File: src/logic/rdw_cfg.svh
// Constants of the runaway-detection watchdog: offsets, codes, fields.
// Assumes a 32-bit AHB-Lite slave decode on word addresses.
`ifndef RDW_CFG_SVH
`define RDW_CFG_SVH

// Counter geometry
`define RDW_CNT_W      22
`define RDW_TAP_BASE   15
`define RDW_TAP_STEP   2

// Register word indices (byte address = index * 4)
`define RDW_IDX_MODE   3'h0
`define RDW_IDX_CMD    3'h1
`define RDW_IDX_STAT   3'h2
`define RDW_IDX_IEN    3'h3
`define RDW_IDX_ICLR   3'h4

// Command codes
`define RDW_CODE_DIS   8'hB1
`define RDW_CODE_CLR   8'h4E

// Mode register fields
`define RDW_EN_BIT     7
`define RDW_TSEL_HI    6
`define RDW_TSEL_LO    5
`define RDW_RUNAWAY_RESET_CONTROL_BIT  1

// Status register fields
`define RDW_ST_EVT     0
`define RDW_ST_HELD    1
`define RDW_ST_DIS     2
`define RDW_ST_PEND    3

// Reset values
`define RDW_EN_RST     1'h1
`define RDW_TSEL_RST   2'h0
`define RDW_RUNAWAY_RESET_CONTROL_RST  1'h0
`define RDW_SYNC_RST   1'h1

`endif

File: src/logic/rdw_pkg.sv
// Types of the runaway-detection watchdog.
// Assumes rdw_cfg.svh is on the include path.
`include "rdw_cfg.svh"

package rdw_pkg;

    typedef struct packed {
        logic                  pre;
        logic [`RDW_CNT_W-1:0] cnt;
        logic                  en;
        logic [1:0]            tsel;
        logic                  runaway_reset_control;
        logic                  dis;
        logic                  held;
        logic                  pend;
        logic                  nmi;
        logic                  rst;
        logic                  sts;
        logic                  ien;
        logic                  bus_s1;
        logic                  bus_s2;
        logic                  wr;
        logic                  rd;
        logic [2:0]            idx;
        logic [31:0]           rdata;
    } rdw_state_t;

endpackage

File: src/logic/rdw_watchdog.sv
// Runaway-detection watchdog with AHB-Lite register slave.
// Assumes one clock hclk (taken as the oscillator), a core that services
// the non-maskable runaway pulse, and a low-active bus grant pin.
`timescale 1ns/1ps
`include "rdw_cfg.svh"

module rdw_watchdog #(
    parameter int TAP_BASE = `RDW_TAP_BASE
) (
    // Clock and reset
    input  wire logic        hclk,
    input  wire logic        hresetn,
    // AHB-Lite slave
    input  wire logic        hsel,
    input  wire logic [31:0] haddr,
    input  wire logic [1:0]  htrans,
    input  wire logic        hwrite,
    input  wire logic [2:0]  hsize,
    input  wire logic [31:0] hwdata,
    input  wire logic        hready,
    output wire logic        hreadyout,
    output wire logic        hresp,
    output wire logic [31:0] hrdata,
    // Power modes, same clock domain
    input  wire logic        deep_idle_mode,
    input  wire logic        light_idle_mode,
    input  wire logic        stop_mode,
    // Bus grant pin, low while the bus is released
    input  wire logic        bus_grant_output_n,
    // Events
    output wire logic        runaway_interrupt,
    output wire logic        internal_reset_req,
    output wire logic        irq
);

    rdw_pkg::rdw_state_t st_q;
    rdw_pkg::rdw_state_t st_d;

    logic                  released;
    logic                  run;
    logic                  tick;
    logic                  det;
    logic                  wr_ok;
    logic                  mode_wr;
    logic                  cmd_wr;
    logic                  addr_ph;
    logic [7:0]            cmd;
    logic [`RDW_CNT_W-1:0] cnt_n;
    int                    tap_i;

    always_comb begin
        st_d = st_q;

        // Second flop is the only reader of the first
        st_d.bus_s1 = bus_grant_output_n;
        st_d.bus_s2 = st_q.bus_s1;
        released    = ~st_q.bus_s2;

        // halted in deep idle and stop
        run = ~st_q.dis & ~deep_idle_mode & ~stop_mode;

        // divide by two, counter steps on alternate clocks
        st_d.pre = ~st_q.pre;
        tick     = st_q.pre & run;
        cnt_n    = st_q.cnt + `RDW_CNT_W'(1);

        // tap bit selected by time field
        tap_i = TAP_BASE + `RDW_TAP_STEP * int'(st_q.tsel);

        // tap rises once per detection period, every 2^(tap_i+1) steps
        det = tick & ~st_q.cnt[tap_i] & cnt_n[tap_i];

        // counting needs no setup after reset
        if (tick) begin
            st_d.cnt = cnt_n;
        end

        wr_ok   = st_q.wr & ~released;
        mode_wr = wr_ok & (st_q.idx == `RDW_IDX_MODE);
        cmd_wr  = wr_ok & (st_q.idx == `RDW_IDX_CMD);
        cmd     = hwdata[7:0];

        if (mode_wr) begin
            st_d.en    = hwdata[`RDW_EN_BIT];
            st_d.tsel  = hwdata[`RDW_TSEL_HI:`RDW_TSEL_LO];
            st_d.runaway_reset_control = hwdata[`RDW_RUNAWAY_RESET_CONTROL_BIT];
            if (hwdata[`RDW_EN_BIT]) begin
                st_d.dis = 1'b0;
            end
        end

        if (cmd_wr) begin
            // disable code accepted only after enable bit cleared
            if (cmd == `RDW_CODE_DIS && !st_q.en) begin
                st_d.dis = 1'b1;
            end
            // clear code zeroes counter, releases held state
            if (cmd == `RDW_CODE_CLR) begin
                st_d.cnt  = '0;
                st_d.held = 1'b0;
            end
            // any other code falls through untouched
        end

        if (wr_ok && st_q.idx == `RDW_IDX_IEN) begin
            st_d.ien = hwdata[`RDW_ST_EVT];
        end
        if (wr_ok && st_q.idx == `RDW_IDX_ICLR && hwdata[`RDW_ST_EVT]) begin
            st_d.sts = 1'b0;
        end

        // pending interrupt waits for the bus to return
        st_d.nmi = 1'b0;
        st_d.rst = 1'b0;
        if (st_q.pend && !released) begin
            st_d.nmi  = 1'b1;
            st_d.pend = 1'b0;
        end

        // Detection is placed last so a same-cycle clear loses
        if (det) begin
            // detected state held until clear code
            st_d.held = 1'b1;
            if (!light_idle_mode) begin
                st_d.pend = 1'b1;
                st_d.sts  = 1'b1;
            end
            if (st_q.runaway_reset_control) begin
                st_d.rst = 1'b1;
            end
        end

        // Address phase capture; zero wait states, so hready is ours
        addr_ph    = hsel & htrans[1] & hready;
        st_d.wr    = addr_ph & hwrite;
        st_d.rd    = addr_ph & ~hwrite;
        st_d.idx   = haddr[4:2];
        st_d.rdata = '0;
        if (addr_ph && !hwrite && !released) begin
            unique case (haddr[4:2])
                `RDW_IDX_MODE: begin
                    st_d.rdata[`RDW_EN_BIT]              = st_q.en;
                    st_d.rdata[`RDW_TSEL_HI:`RDW_TSEL_LO] = st_q.tsel;
                    st_d.rdata[`RDW_RUNAWAY_RESET_CONTROL_BIT]           = st_q.runaway_reset_control;
                end
                `RDW_IDX_STAT: begin
                    st_d.rdata[`RDW_ST_EVT]  = st_q.sts;
                    st_d.rdata[`RDW_ST_HELD] = st_q.held;
                    st_d.rdata[`RDW_ST_DIS]  = st_q.dis;
                    st_d.rdata[`RDW_ST_PEND] = st_q.pend;
                end
                `RDW_IDX_IEN: begin
                    st_d.rdata[`RDW_ST_EVT] = st_q.ien;
                end
                // Command, clear and unmapped words read as zero
                default: begin
                    st_d.rdata = '0;
                end
            endcase
        end
    end

    always_ff @(posedge hclk or negedge hresetn) begin
        if (!hresetn) begin
            st_q        <= '0;
            st_q.en     <= `RDW_EN_RST;
            st_q.tsel   <= `RDW_TSEL_RST;
            st_q.runaway_reset_control  <= `RDW_RUNAWAY_RESET_CONTROL_RST;
            st_q.bus_s1 <= `RDW_SYNC_RST;
            st_q.bus_s2 <= `RDW_SYNC_RST;
        end else begin
            st_q <= st_d;
        end
    end

    assign hreadyout          = 1'b1;
    assign hresp              = 1'b0;
    assign hrdata             = st_q.rdata;
    assign runaway_interrupt  = st_q.nmi;
    assign internal_reset_req = st_q.rst;
    assign irq                = st_q.sts & st_q.ien;
endmodule

File: config.mk
export PLATFORM = sky130hd
export DESIGN_NAME = rdw_watchdog
export DESIGN_NICKNAME = d
export VERILOG_FILES = /design/src/logic/rdw_pkg.sv /design/src/logic/rdw_watchdog.sv
export VERILOG_INCLUDE_DIRS = /design/src /design/src/logic
export SDC_FILE = /design/constraint.sdc
export NUM_CORES = 1
export LEC_CHECK = 0
export ABC_AREA = 0
export BUFFER_PORTS_ARGS = -buffer_cell sky130_fd_sc_hd__buf_2
export CAP_MARGIN = 10
export CORE_MARGIN = 2
export CORE_UTILIZATION = 51
export DETAILED_ROUTE_END_ITERATION = 6
export PLACE_DENSITY = 0.95
export SLEW_MARGIN = 10
export SYNTH_ARGS = -nofsm -noshare
export SYNTH_HDL_FRONTEND = slang
export SYNTH_SLANG_ARGS = --single-unit
File: constraint.sdc
create_clock -name hclk -period 6.65 [get_ports hclk]
set_input_delay 0.665 -clock hclk [delete_from_list [all_inputs] [get_ports hclk]]
set_output_delay 0.665 -clock hclk [all_outputs]
set_load 0.01 [all_outputs]
### Yosys cells after proc, flatten, opt, wreduce, memory -nomap -nowiden

Index checks and enable logic that the tools add are counted.

* register bits: 72
* logic and storage cells: 84

* add/subtract/negate cells: 2
* order comparisons: 1
* eq/ne operators: 7
* muxes and demuxes: 26
* bitwise logic cells: 17
* reductions and logical operators: 14

Operator list (number)
* $mux W22: 3
* $add A22 B1 Y22 const B: 1
* $and A1 B1 Y1: 12
* $mux W1: 12
* $bmux W1 S5: 2
* $mux W2: 5
* $eq A3 B2 Y1 const B: 3
* $eq A8 B7 Y1 const B: 1
* $eq A8 B8 Y1 const B: 1
* $mux W8: 1
* $logic_and A1 B1 Y1: 7
* $logic_not A3 Y1: 2
* $lt A5 B6 Y1 const B: 1
* $add A4 B3 Y5 const A: 1
* $not A1 Y1: 5
* $pmux W1 S2: 2
* $reduce_bool A2 Y1: 2
* $eq A3 B1 Y1 const B: 1
* $eq A3 B3 Y1 const B: 1
* $mux W3: 1
* $logic_not A1 Y1: 2
* $reduce_and A2 Y1: 1

### Depth between registers and ports, before layout

Gate-level depths: netlist (run 1).

* depth after elaboration: 9
* depth in mapped cells: 10
* gate-level depth less buffers: 8

### Worst setup path before layout (run 1)

OpenSTA, ideal clock, no wires.

* path type: register to register
* start: reg st_q[47] in the netlist's numbering
* end: reg st_q[43] in the netlist's numbering
* library setup time: 0.142 ns
* arrival time: 2.182 ns
* setup slack: 4.326 ns
* stages on the path, launching flop included: 11
* path through: dfrtp_1 > clkbuf_1 > inv_1 > ha_1 > clkbuf_1 > and2_1 > nand2_1 > a31oi_1 > or3_1 > o311ai_2 > o22ai_1

RTL lines
* from (decl): line rdw_watchdog.sv:36 `rdw_pkg::rdw_state_t st_q;`
* from (signal assigned): line rdw_watchdog.sv:172 `st_q <= st_d;`

==> results of run 1 <==
[Yosys cell counts (all sizes together), types with 4 or more instances]
master,count
nand3,7
clkbuf,6
nor3,6
mux2,5
nand4,13
mux2i,5
xnor2,7
nand2,17
buf,35
xor2,13
nor2,33
nor2b,4
inv,10
and2,4
o21ai,7
dfrtp,44
nor4,5
or3,5
[per-layer routing]
layer | wire, um | up-vias
met1 | 2150 | 934
li1 | - | 905
met5 | 0 | -
met3 | 229 | 7
met2 | 2550 | 58
met4 | 66 | 0
[path summary, 6_finish.rpt]
path	endpoint	slack (ns)	depth (start not counted)
worst max-delay path	st_q[43]$_DFF_PN0_	4.18	8
worst min-delay path	st_q[37]$_DFF_PN1_	0.36	0
worst max register to register	st_q[43]$_DFF_PN0_	4.18	8
worst min register to register	st_q[37]$_DFF_PN1_	0.36	0
max in group asynchronous	st_q[71]$_DFF_PN0_	5.51	1
min in group asynchronous	st_q[62]$_DFF_PN0_	0.53	1
[state kept, by name, indices dropped and copies added (netlist names)]
name / count
st_d: 1
hrdata: 7
runaway_interrupt: 1
st_q: 37
internal_reset_req: 1
[power by group through the flow]
stage | clock network (W) | logic [W] | registers, W
after floorplan | 0 | 0.0000752 | 0.000332
after global placement | 0 | 0.0000822 | 0.000338
after detailed placement | 0 | 0.0000873 | 0.000340
after CTS | 0.000219 | 0.0000886 | 0.000334
after global routing | 0.000234 | 0.000102 | 0.000338
final | 0.000215 | 0.0000885 | 0.000335
[final cells by class]
| type | instances | area, sq um |
|---|---|---|
| fillers | 434 | 2230 |
| well taps | 70 | 87.6 |
| inverters | 10 | 37.5 |
| flip-flops and latches | 47 | 1180 |
| clock inverters | 2 | 35.0 |
| clock buffers | 6 | 82.6 |
| repair buffers | 31 | 158 |
| multi-input cells | 196 | 1240 |
[cell families (layout without fill, tap and decap cells)]
logic type,Yosys count,after routing,share of synthesized area (%)
buffers and inverters,51,49,12.1
flip-flops,47,47,44.8
AND/OR/NAND/NOR,115,115,24.6
XOR/XNOR,20,20,6.64
adder cells (fa/ha/maj),2,2,0.949
other,2,27,0.285
multiplexers,11,11,4.89
AO/OA/AOI/OAI,21,21,5.70
[stage by stage]
step	setup WS [ns]	util, %	power [W]
floorplan	4.33	-	0.000407
global placement	4.11	53.5	0.000420
detailed placement	4.07	53.5	0.000427
CTS	4.18	55.9	0.000642
global route	4.02	55.9	0.000675
finish	4.18	55.9	0.000639
[critical path, cell delays in order, from the launching register on]
cell and delay [ns]:
sky130_fd_sc_hd__dfrtp_1 0.56, sky130_fd_sc_hd__inv_1 0.11, sky130_fd_sc_hd__ha_1 0.42, sky130_fd_sc_hd__and2_1 0.22, sky130_fd_sc_hd__nand2_1 0.06, sky130_fd_sc_hd__a31oi_1 0.04, sky130_fd_sc_hd__or3_1 0.37, sky130_fd_sc_hd__o311ai_2 0.37
sky130_fd_sc_hd__o22ai_1 0.17
==> results.tsv, run 1 <==
metric	value	unit
Post-Synthesis Cells	269	
fmax	405	MHz
max_slew headroom	33.4	%
post-detailed-route count of antenna-violating nets	0	
switching power summed over all nets	0.000173	W
critical path launch point type	flip-flop	
largest cells by area after synthesis	sky130_fd_sc_hd__dfrtp_1 42%, sky130_fd_sc_hd__buf_4 9.7%, sky130_fd_sc_hd__nor2_1 4.7%	
routed len/inst	13.8	um
critical path start-end classification	flip-flop to flip-flop	
number of clock buffers inserted by TritonCTS	5	
final net count	371	
TritonCTS clock tree	built	
ratio of routed vias to standard cells	5.26	
Layout area overhead	6.83	%
post-route DRC violation count	0	
Setup crit end kind	flip-flop	
part of the total power dissipated in combinational logic	13.8	%
VDD IR max	0.150	mV
number of hold-slack violations in the final timing report	0	
final hold slack	0.362	ns
Initial Util	52.3	%
GR Layer Usage met3	4.37	%
power per cell area	227	mW/mm^2
yosys synthesis warning count	0	
full die area	0.00576	sq mm
vertical die dimension	75.9	um
count of TritonRoute iterations in the first routing pass	4	
unrepaired setup endpoints after global routing	no	
half-perimeter wire length after detailed placement	3.62	mm
port buffer count	30	
Distinct cells, synth	49	
leading cell types in the layout, fill and taps excluded	44 x sky130_fd_sc_hd__dfrtp_1, 33 x sky130_fd_sc_hd__nor2_1, 30 x sky130_fd_sc_hd__buf_2	
total of max-cap violations	0	
sequential cell fraction of total power	52.5	%
number of core rows	26	
crit path from	st_q[47]$_DFFE_PN0P_	
Power Internal	0.000466	W
global-route track usage on met1	24.2	%
clock period minus final worst setup slack	2.47	ns
instance area at placement	0.00270	sq mm
startpoint of the worst hold path	st_d[37]$_DFF_PN1_	
buffer cell driving the clock tree root	sky130_fd_sc_hd__clkbuf_8	
Synth area leader	sky130_fd_sc_hd__dfrtp_1	
Post-Synthesis Mean Instance Area	9.80	sq um
Post-synth ARST share	100	%
Sw Ratio	27.1	%
initial antenna violation count	0	
class of the most critical hold timing path	flip-flop to flip-flop	
share of the yosys chip area belonging to registers	44.8	%
outcome	completed	
worst-margin pin slew	0.999	ns
placer's final routability congestion estimate	0.981	
peak-usage layer in the global routing report	met2	
part of the power in the clock network	33.7	%
final-report setup violation count	0	
first-iteration detailed-routing DRC count	100	
via count of the first global-routing pass	1874	
clock sink count	47	
CTS clk-pin slew, worst paths	0.08	ns
final-report max-slew violation count	0	
first-pass GRT wire length	8.43	mm
Worst Skew	0.00253	ns
final antenna diode count	0	
count of flip-flops with a built-in enable after synthesis	0	
top-area cell type share of the netlist area	41.8	%
met2 track demand over resource in global routing	32.1	%
total negative slack	0	ns
Routed Wire Length	5.00	mm
count of hold buffers inserted by post-cts repair	0	
number of placed I/O pins	115	
maximum fanout along the worst path	12	
Leakage Power	1.32	nW
Final Instance Area	0.00282	sq mm
Arr. time, crit path	2.63	ns
Clk Latency, worst-skew pair	0.30	ns
Tcrit/Tclk final	37.1	%
Netlist Area Pre-Place	0.00264	sq mm
leftover overflow at the end of global routing	0	
Setup Fix Bufs, Post-CTS	0	
DP Cell Count	354	
maximum number of pins on one net before global-route repair	48	
placeable core area	0.00504	sq mm
Vias	1904	
number of buffers on the longest clock path	2	
post-route insts no fill	362	
source of the worst register-to-register timing path	st_q[47]$_DFFE_PN0P_	
required time of the worst setup path	6.81	ns
Overall Global Routing Usage	19.5	%
share of cells above drive strength 1	17.8	%
post-synthesis register bit count	47	
post-cts resize count	0	
DIE WIDTH	75.9	um
Most used DFF post-synth	sky130_fd_sc_hd__dfrtp_1	
H-Tree Depth	2	
most common cell after layout, fill and taps aside	sky130_fd_sc_hd__dfrtp_1	
Power figures use the tool's default switching activity.
==> run 2, diff against run 1 <==
CORE_UTILIZATION = 43   (was 51)
PLACE_DENSITY = 0.87   (was 0.95)
clock period = 2 ns   (was 6.65 ns; I/O delays follow)
==> results.tsv, run 2 (synthesized netlist as in run 1, its figures left out) <==
metric	value	unit
multi-input combinational cell area	0.00136	sq mm
final antenna diode count	0	
via count of the first global-routing pass	2100	
Vias	2066	
Worst Skew	0.00963	ns
class of the most critical hold timing path	input pin to flip-flop	
post-detailed-route count of antenna-violating nets	0	
final net count	408	
final-report setup violation count	4	
outcome	finished, violations left	
vertical die dimension	82.3	um
required time of the worst setup path	2.25	ns
ratio of routed vias to standard cells	5.11	
number of buffers on the longest clock path	2	
Arr. time, crit path	2.28	ns
setup slack after layout	-0.0367	ns
critical path start-end classification	flip-flop to flip-flop	
Routed Wire Length	5.41	mm
clock sink count	47	
instance area at placement	0.00297	sq mm
number of core rows	28	
total of max-cap violations	0	
H-Tree Depth	2	
final core utilization	54.2	%
VDD IR max	0.433	mV
post-route DRC violation count	0	
largest register by flop count	st_q	
Clk Latency, worst-skew pair	0.32	ns
Overall Global Routing Usage	17.2	%
area occupied by registers	0.00118	sq mm
most common cell after layout, fill and taps aside	sky130_fd_sc_hd__dfrtp_1	
number of clock buffers inserted by TritonCTS	5	
DIE WIDTH	82.3	um
half-perimeter wire length after detailed placement	3.98	mm
Initial Util	44.5	%
number of placed I/O pins	115	
leading cell types in the layout, fill and taps excluded	44 x sky130_fd_sc_hd__dfrtp_1, 35 x sky130_fd_sc_hd__buf_4, 33 x sky130_fd_sc_hd__nor2_1	
first-iteration detailed-routing DRC count	82	
CTS clk-pin slew, worst paths	0.10	ns
Layout area overhead	21.7	%
Setup crit end kind	flip-flop	
power per cell area	676	mW/mm^2
initial antenna violation count	0	
filler instances	499	
pre-CTS setup slack	-0.140	ns
count of TritonRoute iterations in the first routing pass	4	
number of hold-slack violations in the final timing report	0	
port buffer count	30	
fmax	491	MHz
violated checks	negative setup slack	
Design Power	0.00217	W
unrepaired setup endpoints after global routing	yes	
Tcrit/Tclk final	102	%
routed len/inst	13.4	um
buffer cell driving the clock tree root	sky130_fd_sc_hd__clkbuf_8	
placeable core area	0.00592	sq mm
maximum number of pins on one net before global-route repair	24	
clock period minus final worst setup slack	2.04	ns
critical path launch point type	flip-flop	
TritonCTS clock tree	built	
final-report max-slew violation count	0	
first-pass GRT wire length	8.99	mm
share of cells above drive strength 1	30.4	%
Final Instance Area	0.00321	sq mm
leftover overflow at the end of global routing	0	
placer's final routability congestion estimate	0.877	
maximum fanout along the worst path	5	
full die area	0.00677	sq mm
DP Cell Count	392	
Leakage Power	1.53	nW
post-route insts no fill	404	
flip-flop count of the largest register, all copies and words added	37	
[run 2: cell types whose count changed in the layout (fill, tap and decap cells not counted), sizes merged]
cell,previous run,this run
bufinv,1,0
clkinvlp,0,1
buf,31,65
clkinv,1,0
clkbuf,6,5
inv,10,12
dlygate4sd3,0,3
[run 2: what timing repair did]
action	4_1_cts	5_1_grt
cloned	0	0
hold endpoints to repair	15	0
setup buffers	1	1
hold buffers	3	0
pin swaps	7	5
setup endpoints to repair	4	7
gates resized for setup	8	11
[run 2: area by class of cell]
| class | count | area share [%] |
|---|---|---|
| clock inverter | 3 | 0.858 |
| timing repair buffer | 68 | 13.8 |
| multi-input combinational | 196 | 42.2 |
| tap | 75 | 2.93 |
| sequential | 47 | 36.8 |
| inverter | 10 | 1.25 |
| clock buffer | 5 | 2.15 |
[run 2: power by group]
part | internal (W) | switching, W | total [W]
clock network | 0.000259 | 0.000351 | 0.000610
logic | 0.000224 | 0.000266 | 0.000490
registers | 0.00102 | 0.0000456 | 0.00107
total | 0.00151 | 0.000663 | 0.00217
[run 2: worst max-delay path, cell delays in order (launching register included)]
cell and delay [ns]:
sky130_fd_sc_hd__dfrtp_1 0.40, sky130_fd_sc_hd__nand4_4 0.13, sky130_fd_sc_hd__or4_4 0.60, sky130_fd_sc_hd__or3_4 0.36, sky130_fd_sc_hd__a21boi_4 0.20, sky130_fd_sc_hd__o311ai_4 0.12, sky130_fd_sc_hd__o21ai_1 0.17
[run 2: final timing paths]
path	from	endpoint	slack [ns]	cells after the start
worst max-delay path	st_q[56]$_DFF_PN0_	st_q[40]$_DFF_PN0_	-0.04	6
worst min-delay path	light_idle_mode	st_q[40]$_DFF_PN0_	0.06	2
worst max register to register	st_q[56]$_DFF_PN0_	st_q[40]$_DFF_PN0_	-0.04	6
worst min register to register	st_d[37]$_DFF_PN1_	st_q[37]$_DFF_PN1_	0.36	0
max in group asynchronous	hresetn	st_q[49]$_DFFE_PN1P_	1.06	3
min in group asynchronous	hresetn	st_q[64]$_DFF_PN0_	0.32	2
[run 2: per-layer routing]
metal	vias up	GRT usage (%)	wire length (um)
li1	990	-	-
met1	989	19.9	2210
met2	73	31.1	2770
met3	14	3.91	298
met4	0	5.83	121
met5	-	0	0
[run 2: through the flow]
step | TNS [ns] | hold WS (ns)
floorplan | -0.414 | -0.0956
global placement | -0.127 | 0.127
detailed placement | -0.436 | 0.133
CTS | -0.0579 | 0.0512
global route | -0.641 | 0.0457
finish | -0.0519 | 0.0599
